## config.mk

```make
export PLATFORM = sky130hd
export DESIGN_NAME = nand_host
export DESIGN_NICKNAME = d
export VERILOG_FILES = /design/src/strobe_timer.v /design/src/nand_host.v
export VERILOG_INCLUDE_DIRS = /design/src
export SDC_FILE = /design/constraint.sdc
export NUM_CORES = 1
export LEC_CHECK = 0
export ABC_AREA = 0
export ABC_CLOCK_PERIOD_IN_PS = 5530
export BUFFER_PORTS_ARGS = -buffer_cell sky130_fd_sc_hd__buf_2
export CAP_MARGIN = 20
export CELL_PAD_IN_SITES_DETAIL_PLACEMENT = 0
export CELL_PAD_IN_SITES_GLOBAL_PLACEMENT = 1
export CORE_UTILIZATION = 48
export DETAILED_ROUTE_END_ITERATION = 7
export PLACE_DENSITY_LB_ADDON = 0.3
export SYNTH_ARGS = -nofsm -noshare
export SYNTH_HDL_FRONTEND = slang
export SYNTH_HIERARCHICAL = 1
export SYNTH_SLANG_ARGS = --single-unit
```

## constraint.sdc

```tcl
create_clock -name clk_sys -period 5.53 [get_ports clk_sys]
set_input_delay 0.2765 -clock clk_sys [delete_from_list [all_inputs] [get_ports clk_sys]]
set_output_delay 0.2765 -clock clk_sys [all_outputs]
set_load 0.05 [all_outputs]
```

## src/nand_host_defines.vh

```
// timing counts, command codes and address layout for the nand host controller
`ifndef NAND_HOST_DEFINES_VH
`define NAND_HOST_DEFINES_VH
`define CLK_PERIOD_NS 8
`define T_STROBE_LOW_NS 25
`define T_STROBE_HIGH_NS 15
`define STROBE_LOW_CYC ((`T_STROBE_LOW_NS + `CLK_PERIOD_NS - 1) / `CLK_PERIOD_NS)
`define STROBE_HIGH_CYC ((`T_STROBE_HIGH_NS + `CLK_PERIOD_NS - 1) / `CLK_PERIOD_NS)
`define CMD_READ_LO 8'h00
`define CMD_READ_HI 8'h01
`define CMD_READ_SPARE 8'h50
`define CMD_READ_ID 8'h90
`define CMD_RESET 8'hFF
`define CMD_PROG_SETUP 8'h80
`define CMD_PROG_GO 8'h10
`define CMD_ERASE_SETUP 8'h60
`define CMD_ERASE_GO 8'hD0
`define CMD_STATUS 8'h70
`define OP_READ_LO 3'h0
`define OP_READ_HI 3'h1
`define OP_READ_SPARE 3'h2
`define OP_READ_ID 3'h3
`define OP_RESET 3'h4
`define OP_PROGRAM 3'h5
`define OP_ERASE 3'h6
`define OP_STATUS 3'h7
`define PAGE_BYTES 528
`define SPARE_FIRST 512
`define ADDR_ROW_LSB 9
`endif

```

## src/strobe_timer.v

```verilog
// one pin strobe cycle: low phase then high phase, with a done pulse
`timescale 1ns/100ps
module strobe_timer #(
    parameter LOW_CYC = 4,
    parameter HIGH_CYC = 2
) (
    // clock and reset
    input wire clk_sys,
    input wire rstn,
    // control
    input wire start,
    output reg strobe_n,
    output reg sample,
    output reg done
);
    reg [7:0] cnt_r;
    reg busy_r;
    always @(posedge clk_sys or negedge rstn)
    begin
        if (!rstn)
        begin
            cnt_r <= 8'h00;
            busy_r <= 1'b0;
            strobe_n <= 1'b1;
            sample <= 1'b0;
            done <= 1'b0;
        end
        else
        begin
            sample <= 1'b0;
            done <= 1'b0;
            if (!busy_r)
            begin
                if (start)
                begin
                    busy_r <= 1'b1;
                    strobe_n <= 1'b0;
                    cnt_r <= 8'h00;
                end
            end
            else
            begin
                cnt_r <= cnt_r + 8'h01;
                if (cnt_r == LOW_CYC - 1)
                begin
                    // sample read data just before the rising edge
                    sample <= 1'b1;
                    strobe_n <= 1'b1;
                end
                if (cnt_r == LOW_CYC + HIGH_CYC - 1)
                begin
                    busy_r <= 1'b0;
                    done <= 1'b1;
                end
            end
        end
    end
endmodule

```

## src/nand_host.v

```verilog
// host-side sequencer driving a small-page nand flash through its pins
// Contract
// - host drops write strobe with chip select low; byte taken on rise
// - address cycles: column 0-7, row 9-16, row 17-23 with bit 7 low
// - page read and program take three address cycles in order
// - program: setup command, address, data, confirm command
// - erase: setup command, two row cycles, confirm command
// - host issues only defined command codes
`timescale 1ns/100ps
`include "nand_host_defines.vh"
module nand_host #(
    parameter ROW_BITS = 15,
    parameter COL_BITS = 10
) (
    // clock and reset
    input wire clk_sys,
    input wire rstn,
    // user request
    input wire req_valid,
    input wire [2:0] req_op,
    input wire [ROW_BITS-1:0] req_row,
    input wire [7:0] req_col,
    input wire [COL_BITS-1:0] req_len,
    output reg req_ready,
    // write data
    input wire [7:0] wr_data,
    output reg wr_take,
    // read data
    output reg [7:0] rd_data,
    output reg rd_valid,
    output reg op_done,
    // flash pins
    output reg chip_select_n,
    output reg cmd_latch_sel,
    output reg addr_latch_sel,
    output reg write_strobe_n,
    output reg data_out_strobe_n,
    output reg program_lock_n,
    output reg spare_area_skip,
    input wire [7:0] io_in,
    output reg [7:0] io_out,
    output reg io_oe_n,
    input wire ready_busy_n
);
    // ************************************************
    // state machine
    // ************************************************
    localparam S_IDLE = 4'h0;
    localparam S_CMD = 4'h1;
    localparam S_ADDR = 4'h2;
    localparam S_WDATA = 4'h3;
    localparam S_CONF = 4'h4;
    localparam S_WAIT = 4'h5;
    localparam S_RDATA = 4'h6;
    localparam S_GAP = 4'h7;

    reg [3:0] state_r;
    reg [2:0] op_r;
    reg [7:0] addr_r [0:2];
    reg [1:0] acnt_r;
    reg [1:0] alast_r;
    reg [COL_BITS-1:0] len_r;
    reg wstart_r;
    reg rstart_r;
    reg [1:0] gap_r;
    reg rb_s1_r;
    reg rb_r;
    wire w_strobe;
    wire w_done;
    wire r_strobe;
    wire r_sample;
    wire r_done;
    reg [7:0] cmd_code;

    // write-side strobe
    strobe_timer #(.LOW_CYC(`STROBE_LOW_CYC), .HIGH_CYC(`STROBE_HIGH_CYC)) u_wr (
        .clk_sys(clk_sys),
        .rstn(rstn),
        .start(wstart_r),
        .strobe_n(w_strobe),
        .sample(),
        .done(w_done)
    );
    // read-side strobe
    strobe_timer #(.LOW_CYC(`STROBE_LOW_CYC), .HIGH_CYC(`STROBE_HIGH_CYC)) u_rd (
        .clk_sys(clk_sys),
        .rstn(rstn),
        .start(rstart_r),
        .strobe_n(r_strobe),
        .sample(r_sample),
        .done(r_done)
    );

    always @*
    begin
        case (op_r)
            `OP_READ_LO: cmd_code = `CMD_READ_LO;
            `OP_READ_HI: cmd_code = `CMD_READ_HI;
            `OP_READ_SPARE: cmd_code = `CMD_READ_SPARE;
            `OP_READ_ID: cmd_code = `CMD_READ_ID;
            `OP_RESET: cmd_code = `CMD_RESET;
            `OP_PROGRAM: cmd_code = `CMD_PROG_SETUP;
            `OP_ERASE: cmd_code = `CMD_ERASE_SETUP;
            default: cmd_code = `CMD_STATUS;
        endcase
    end

    always @(posedge clk_sys or negedge rstn)
    begin
        if (!rstn)
        begin
            state_r <= S_IDLE;
            op_r <= 3'h0;
            addr_r[0] <= 8'h00;
            addr_r[1] <= 8'h00;
            addr_r[2] <= 8'h00;
            acnt_r <= 2'h0;
            alast_r <= 2'h0;
            len_r <= {COL_BITS{1'b0}};
            wstart_r <= 1'b0;
            rstart_r <= 1'b0;
            gap_r <= 2'h0;
            // busy until the pin is seen: a request right after reset must not slip in
            rb_s1_r <= 1'b0;
            rb_r <= 1'b0;
            req_ready <= 1'b0;
            wr_take <= 1'b0;
            rd_data <= 8'h00;
            rd_valid <= 1'b0;
            op_done <= 1'b0;
            chip_select_n <= 1'b1;
            cmd_latch_sel <= 1'b0;
            addr_latch_sel <= 1'b0;
            write_strobe_n <= 1'b1;
            data_out_strobe_n <= 1'b1;
            program_lock_n <= 1'b0;
            spare_area_skip <= 1'b1;
            io_out <= 8'h00;
            io_oe_n <= 1'b1;
        end
        else
        begin
            rb_s1_r <= ready_busy_n;
            rb_r <= rb_s1_r;
            wstart_r <= 1'b0;
            rstart_r <= 1'b0;
            wr_take <= 1'b0;
            rd_valid <= 1'b0;
            op_done <= 1'b0;
            write_strobe_n <= w_strobe;
            data_out_strobe_n <= r_strobe;
            // spare included only for the spare read
            spare_area_skip <= (op_r != `OP_READ_SPARE);
            case (state_r)
                S_IDLE:
                begin
                    req_ready <= 1'b1;
                    cmd_latch_sel <= 1'b0;
                    addr_latch_sel <= 1'b0;
                    io_oe_n <= 1'b1;
                    chip_select_n <= 1'b1;
                    // wait for ready before new commands
                    if (req_valid && req_ready && rb_r)
                    begin
                        req_ready <= 1'b0;
                        op_r <= req_op;
                        // column, row low, row high with bit 7 low
                        addr_r[0] <= req_col;
                        addr_r[1] <= req_row[7:0];
                        addr_r[2] <= {1'b0, req_row[14:8]};
                        len_r <= req_len;
                        // lift the lock only for program and erase
                        program_lock_n <= (req_op == `OP_PROGRAM) || (req_op == `OP_ERASE);
                        chip_select_n <= 1'b0;
                        cmd_latch_sel <= 1'b1;
                        state_r <= S_CMD;
                        wstart_r <= 1'b1;
                    end
                end
                S_CMD:
                begin
                    // command byte with command latch high
                    io_out <= cmd_code;
                    io_oe_n <= 1'b0;
                    if (w_done)
                    begin
                        cmd_latch_sel <= 1'b0;
                        acnt_r <= (op_r == `OP_ERASE) ? 2'h1 : 2'h0;
                        // last index 2: three cycles, two for erase which starts at 1; id read takes one
                        alast_r <= (op_r == `OP_READ_ID) ? 2'h0 : 2'h2;
                        if (op_r == `OP_RESET || op_r == `OP_STATUS)
                            state_r <= (op_r == `OP_STATUS) ? S_RDATA : S_WAIT;
                        else
                        begin
                            addr_latch_sel <= 1'b1;
                            wstart_r <= 1'b1;
                            state_r <= S_ADDR;
                        end
                        if (op_r == `OP_STATUS)
                        begin
                            io_oe_n <= 1'b1;
                            len_r <= {{(COL_BITS-1){1'b0}}, 1'b1};
                            gap_r <= 2'h3;
                        end
                    end
                end
                S_ADDR:
                begin
                    // address bytes with address latch high
                    io_out <= addr_r[acnt_r];
                    if (w_done)
                    begin
                        if (acnt_r == alast_r)
                        begin
                            addr_latch_sel <= 1'b0;
                            if (op_r == `OP_PROGRAM)
                            begin
                                state_r <= S_WDATA;
                                wr_take <= 1'b1;
                                io_out <= wr_data;
                                wstart_r <= 1'b1;
                            end
                            else if (op_r == `OP_ERASE)
                            begin
                                cmd_latch_sel <= 1'b1;
                                io_out <= `CMD_ERASE_GO;
                                wstart_r <= 1'b1;
                                state_r <= S_CONF;
                            end
                            else
                                state_r <= S_WAIT;
                        end
                        else
                        begin
                            acnt_r <= acnt_r + 2'h1;
                            wstart_r <= 1'b1;
                        end
                    end
                end
                S_WDATA:
                begin
                    if (w_done)
                    begin
                        len_r <= len_r - {{(COL_BITS-1){1'b0}}, 1'b1};
                        wstart_r <= 1'b1;
                        if (len_r == {{(COL_BITS-1){1'b0}}, 1'b1})
                        begin
                            cmd_latch_sel <= 1'b1;
                            io_out <= `CMD_PROG_GO;
                            state_r <= S_CONF;
                        end
                        else
                        begin
                            wr_take <= 1'b1;
                            io_out <= wr_data;
                        end
                    end
                end
                S_CONF:
                begin
                    if (w_done)
                    begin
                        cmd_latch_sel <= 1'b0;
                        io_oe_n <= 1'b1;
                        gap_r <= 2'h3;
                        state_r <= S_WAIT;
                    end
                end
                S_WAIT:
                begin
                    // busy flag settles before we trust ready
                    io_oe_n <= 1'b1;
                    if (gap_r != 2'h0)
                        gap_r <= gap_r - 2'h1;
                    else if (rb_r)
                    begin
                        if (op_r == `OP_PROGRAM || op_r == `OP_ERASE || op_r == `OP_RESET)
                        begin
                            program_lock_n <= 1'b0;
                            op_done <= 1'b1;
                            state_r <= S_IDLE;
                        end
                        else
                            state_r <= S_RDATA;
                    end
                end
                S_RDATA:
                begin
                    if (gap_r != 2'h0)
                        gap_r <= gap_r - 2'h1;
                    // each read strobe yields the next byte
                    else if (len_r == {COL_BITS{1'b0}})
                    begin
                        op_done <= 1'b1;
                        state_r <= S_GAP;
                    end
                    else
                    begin
                        rstart_r <= 1'b1;
                        gap_r <= 2'h0;
                        state_r <= S_GAP;
                    end
                end
                S_GAP:
                begin
                    if (r_sample)
                    begin
                        rd_data <= io_in;
                        rd_valid <= 1'b1;
                    end
                    if (r_done)
                    begin
                        len_r <= len_r - {{(COL_BITS-1){1'b0}}, 1'b1};
                        state_r <= S_RDATA;
                    end
                    else if (op_done)
                        state_r <= S_IDLE;
                end
                default:
                    state_r <= S_IDLE;
            endcase
        end
    end
endmodule

```

Word level (Yosys, flattened, before mapping)

Cells that the tools add are included.
W data, S select, Z words.

Equal/unequal tests: 46
Shifts and indexed selects: 0
$add $sub $neg: 5
Div/mod/pow operators: 0
Reductions and logical operators: 36
Multiply operators: 0
Muxes and demuxes: 119
Magnitude comparators: 1
Bitwise logic cells: 1

Operator list:

| cell                  | number |
|---|---|
| $mux W8               | 12 |
| $mux W1               | 62 |
| $pmux W8 S7           | 1 |
| $mux W10              | 5 |
| $mux W4               | 12 |
| $pmux W10 S4          | 1 |
| $pmux W4 S8           | 1 |
| $ne A2 B2 Y1 const B  | 15 |
| $pmux W8 S3           | 1 |
| $mux W2               | 11 |
| $eq A3 B3 Y1 const B  | 6 |
| $add A8 B1 Y8 const B | 2 |
| $bmux W8 S2           | 1 |
| $eq A4 B3 Y1 const B  | 4 |
| $eq A8 B2 Y1 const B  | 2 |
| $eq A8 B3 Y1 const B  | 2 |
| $reduce_and A2 Y1     | 7 |
| $ne A2 B1 Y1 const B  | 6 |
| $reduce_and A6 Y1     | 2 |
| $reduce_bool A4 Y1    | 3 |
| $reduce_and A11 Y1    | 1 |
| $eq A10 B1 Y1 const B | 1 |
| $logic_not A10 Y1     | 1 |
| $reduce_and A5 Y1     | 2 |
| 27 further kinds      | 47 |

Memories kept: 0
Word-level logic and storage cells: 244
RAM bits: 0
Latch bits: 0
Output and inout port bits: 28
Bits in registers: 101
Bits of input ports: 56
Memory bits (read-only): 0

Longest topological paths before layout

Depth in word-level cells: 9
Gate-level depth with buffers: 8
Depth with buffers taken out: 7

Modules after synthesis

Netlist, hierarchy kept.

Modules (own cells, without submodules):

| module       | area each (µm²) | cells each | seq. area each (µm²) | instances |
|---|---|---|---|---|
| nand_host    | 4113.9          | 403        | 1908.1               | 1 |
| strobe_timer | 575.6           | 52         | 301.5                | 2 |

Worst setup path after synthesis

OpenSTA, ideal clock, no wires.

Kind: register -> register
From: register req_ready
To: register op_r[2]
Path slack: 3.529 ns
Arrival time: 1.874 ns
Required time: 5.402 ns
Stages on the path, launching flop included: 6
Clock period less this slack: 2.001 ns
Path buffers: 2
Path through: dfrtp_1 > nand3_1 > or3_1 > buf_2 > buf_2 > mux2_1

Cells in the longest elaborated chain, start to end: 3

Ends and longest elaborated chain:

| element                            | RTL line        | RTL |
|---|---|---|
| start: declaration                 | nand_host.v:24  | `output reg req_ready,` |
| start signal: assignment           | nand_host.v:126 | `req_ready <= 1'b0;` |
| start signal: assignment           | nand_host.v:157 | `req_ready <= 1'b1;` |
| start signal: assignment           | nand_host.v:165 | `req_ready <= 1'b0;` |
| $logic_and A1 B1 Y1 (2 in a row)   | nand_host.v:163 | `if (req_valid && req_ready && rb_r)` |
| $reduce_and A2 Y1 (no source line) | --              |  |
| end signal: assignment             | nand_host.v:166 | `op_r <= req_op;` |
| end: declaration                   | nand_host.v:58  | `reg [2:0] op_r;` |

Every way passes these cells.
A chain may end at the register's enable or synchronous reset.

Worst setup path after layout

From: register state_r[0]
To: register state_r[1]

Cells in the longest elaborated chain, start to end: 3

Ends and longest elaborated chain:

| element                                               | RTL line        | RTL |
|---|---|---|
| start: declaration                                    | nand_host.v:57  | `reg [3:0] state_r;` |
| start signal: assignment                              | nand_host.v:192 | `` state_r <= (op_r == `OP_STATUS) ? S_RDATA : S_WAIT; `` |
| $eq A4 B3 Y1 (tied with other cells)                  | nand_host.v:154 | `case (state_r)` |
| $ne A3 B2 Y1 (no source line) (tied with other cells) | --              |  |
| $reduce_and A11 Y1 (no source line)                   | --              |  |

Several ways; a longest one is shown, not always the timed one.

==> metrics.csv <==
metric,value,unit
number of port buffers,83,
GPL Wtd Cong,0.8385,
Logic pwr share,4.5,%
syn_nets,572,
Final Hold Viols,0,
Die X,106.5,um
Syn Inst Count,506,
most used routing layer,met2,
DR pass1 iterations,5,
antenna violations before repair,0,
largest net degree at the start of global routing,51,
die height,106.5,um
Clock Power Share,34.6,%
Hold Buf Count CTS,2,
met3 GRT Util,5.763,%
Synth-to-Final Area Change,12.63,%
Detail Route Antenna Nets,0,
Power Dens Cells,202.6,nW/um2
Yosys Warn Count,6,
post-synthesis cell area,5240,um2
clock sink total,99,
Sum Neg Setup Slack,0,ps
layout cell share with drive strength beyond 1,25.69,%
Slew @ Worst Pin,901.3,ps
CTS tree,done,
Post-CTS Setup Inserts,0,
DR vias,4178,
outcome,"finished, final reports clean",
nature of the critical path startpoint,flip-flop,
CTS max path bufs,2,
worst vdd ir,0.2084,mV
max frequency,384.5,MHz
max-slew violations,0,
mean post-synth cell area,10.36,um2
post-CTS sizing,0,
TritonCTS Buffers,9,
CTS H-Tree Depth,3,
# DRC,0,
endpoints failing setup,0,
clock root buffer,clkbuf_8,
arrival time worst endpoint,2830,ps
fin crit period,2601,ps
worst clock skew,17.75,ps
Core Region,10460,um2
"Clk Latency, worst-skew pair",380,ps
maxcap violations,0,
CP cell instances,inv_2 -> a311oi_1 -> a21oi_1 -> o41ai_1 -> o31ai_1,
CP endpoint kind,flip-flop,
# IOs,84,
Tot GR Track Use,22.80,%
Internal,0.0009091,W
final wirelength,11.88,mm
Worst Path Required,5760,ps
initial core utilization,50.08,%
kind of critical path,reg -> reg,
fin crit share,47.03,%
RSZ-0062 raised after global routing,false,
"slowest stage delay, CP",940,ps
# rows,37,
Worst path top cell family by delay,compound AO/OA/AOI/OAI gates,
sequential group share of total power,61.0,%
critical path peak fanout,30,
global-route wire length before repair,20.00,mm
Net Switching,0.0002867,W
"commonest cells after routing, fill and taps aside","dfrtp_1 (92), buf_2 (82), nor2_1 (39)",
total gr overflow,0,
Die ar.,11340,um2
Final #Nets,641,
CP max stage cell,dfrtp_1,
final core occ,56.41,%
Worst Hold Class,in -> reg,
"Power, Total",0.001196,W
Slew HR,39.92,%
"commonest non-fill, non-tap cell in the layout",dfrtp_1,
hold slack,98.54,ps
Vias/cell,5.835,
initial drt markers,277,
Leak,2.727,nW
met1 Usage GRT,31.32,%
dpl hpwl,8.617,mm
Clock Pin Slew Worst Setup and Hold Paths,100,ps
wire per inst,16.59,um
met2 Use GR,35.44,%
vias in the first global route,4010,
antenna diode count,0,
Bufs and invs on worst path,1,
switching share of power,23.97,%
## path summary, 6_finish.rpt
| check | startpoint | end | slack, ps | cells after the start |
|---|---|---|---|---|
| min | req_row[9] | addr_r[1]$_DFFE_PN0P_ | 100 | 2 |
| max reg2reg | state_r[0]$_DFFE_PN0P_ | state_r[1]$_DFFE_PN0P_ | 2930 | 5 |
| max in group asynchronous | rstn | op_r[0]$_DFFE_PN0P_ | 4020 | 3 |
| min reg2reg | rb_s1_r$_DFF_PN0_ | rb_r$_DFF_PN0_ | 360 | 0 |
| min in group asynchronous | rstn | u_wr/cnt_r[6]$_DFFE_PN0P_ | 450 | 2 |
| max | state_r[0]$_DFFE_PN0P_ | state_r[1]$_DFFE_PN0P_ | 2930 | 5 |
## metal layers
metal	vias up	share of wire, %
met5	-	0
met4	0	1.3
met3	14	5.5
met2	123	47
met1	2048	46
li1	1993	-
## registers in the layout, summed over array words and instances (netlist names), 2 cells and up
register,cells
addr_r,23
io_out,8
op_r,3
rd_data,8
acnt_r,2
gap_r,2
u_rd/cnt_r,8
u_wr/cnt_r,8
len_r,10
state_r,3
## power groups by stage
stage	Clock [W]	Combinational, W	Sequential (W)
floorplan	0	0.00000407	0.000754
global placement	0	0.0000535	0.000743
detailed placement	0	0.0000541	0.000743
CTS	0.000428	0.0000555	0.000729
global route	0.000455	0.0000600	0.000729
finish	0.000413	0.0000537	0.000729
## area by class of cell
type	count	area, um2
fill	990	4561
timing repair buffer	87	473.0
inverter	20	75.07
multi-input combinational	358	2529
sequential	99	2486
tap	136	170.2
clock buffer	9	123.9
clock inverter	7	45.04
## stage by stage
stage | cells | cell area (um2) | worst slack [ps]
floorplan | 506 | 5240 | 3529
global placement | 697 | 5685 | 2936
detailed placement | 698 | 5713 | 3036
CTS | 716 | 5902 | 3009
global route | 716 | 5902 | 2756
finish | 716 | 5902 | 2929
## worst register-to-register path, cell delays in order (launching register included)
cell and delay [ps]:
dfrtp_1 940, inv_2 270, a311oi_1 430, a21oi_1 170
o41ai_1 490, o31ai_1 150
No activity file was read; power rests on OpenSTA's default activity.
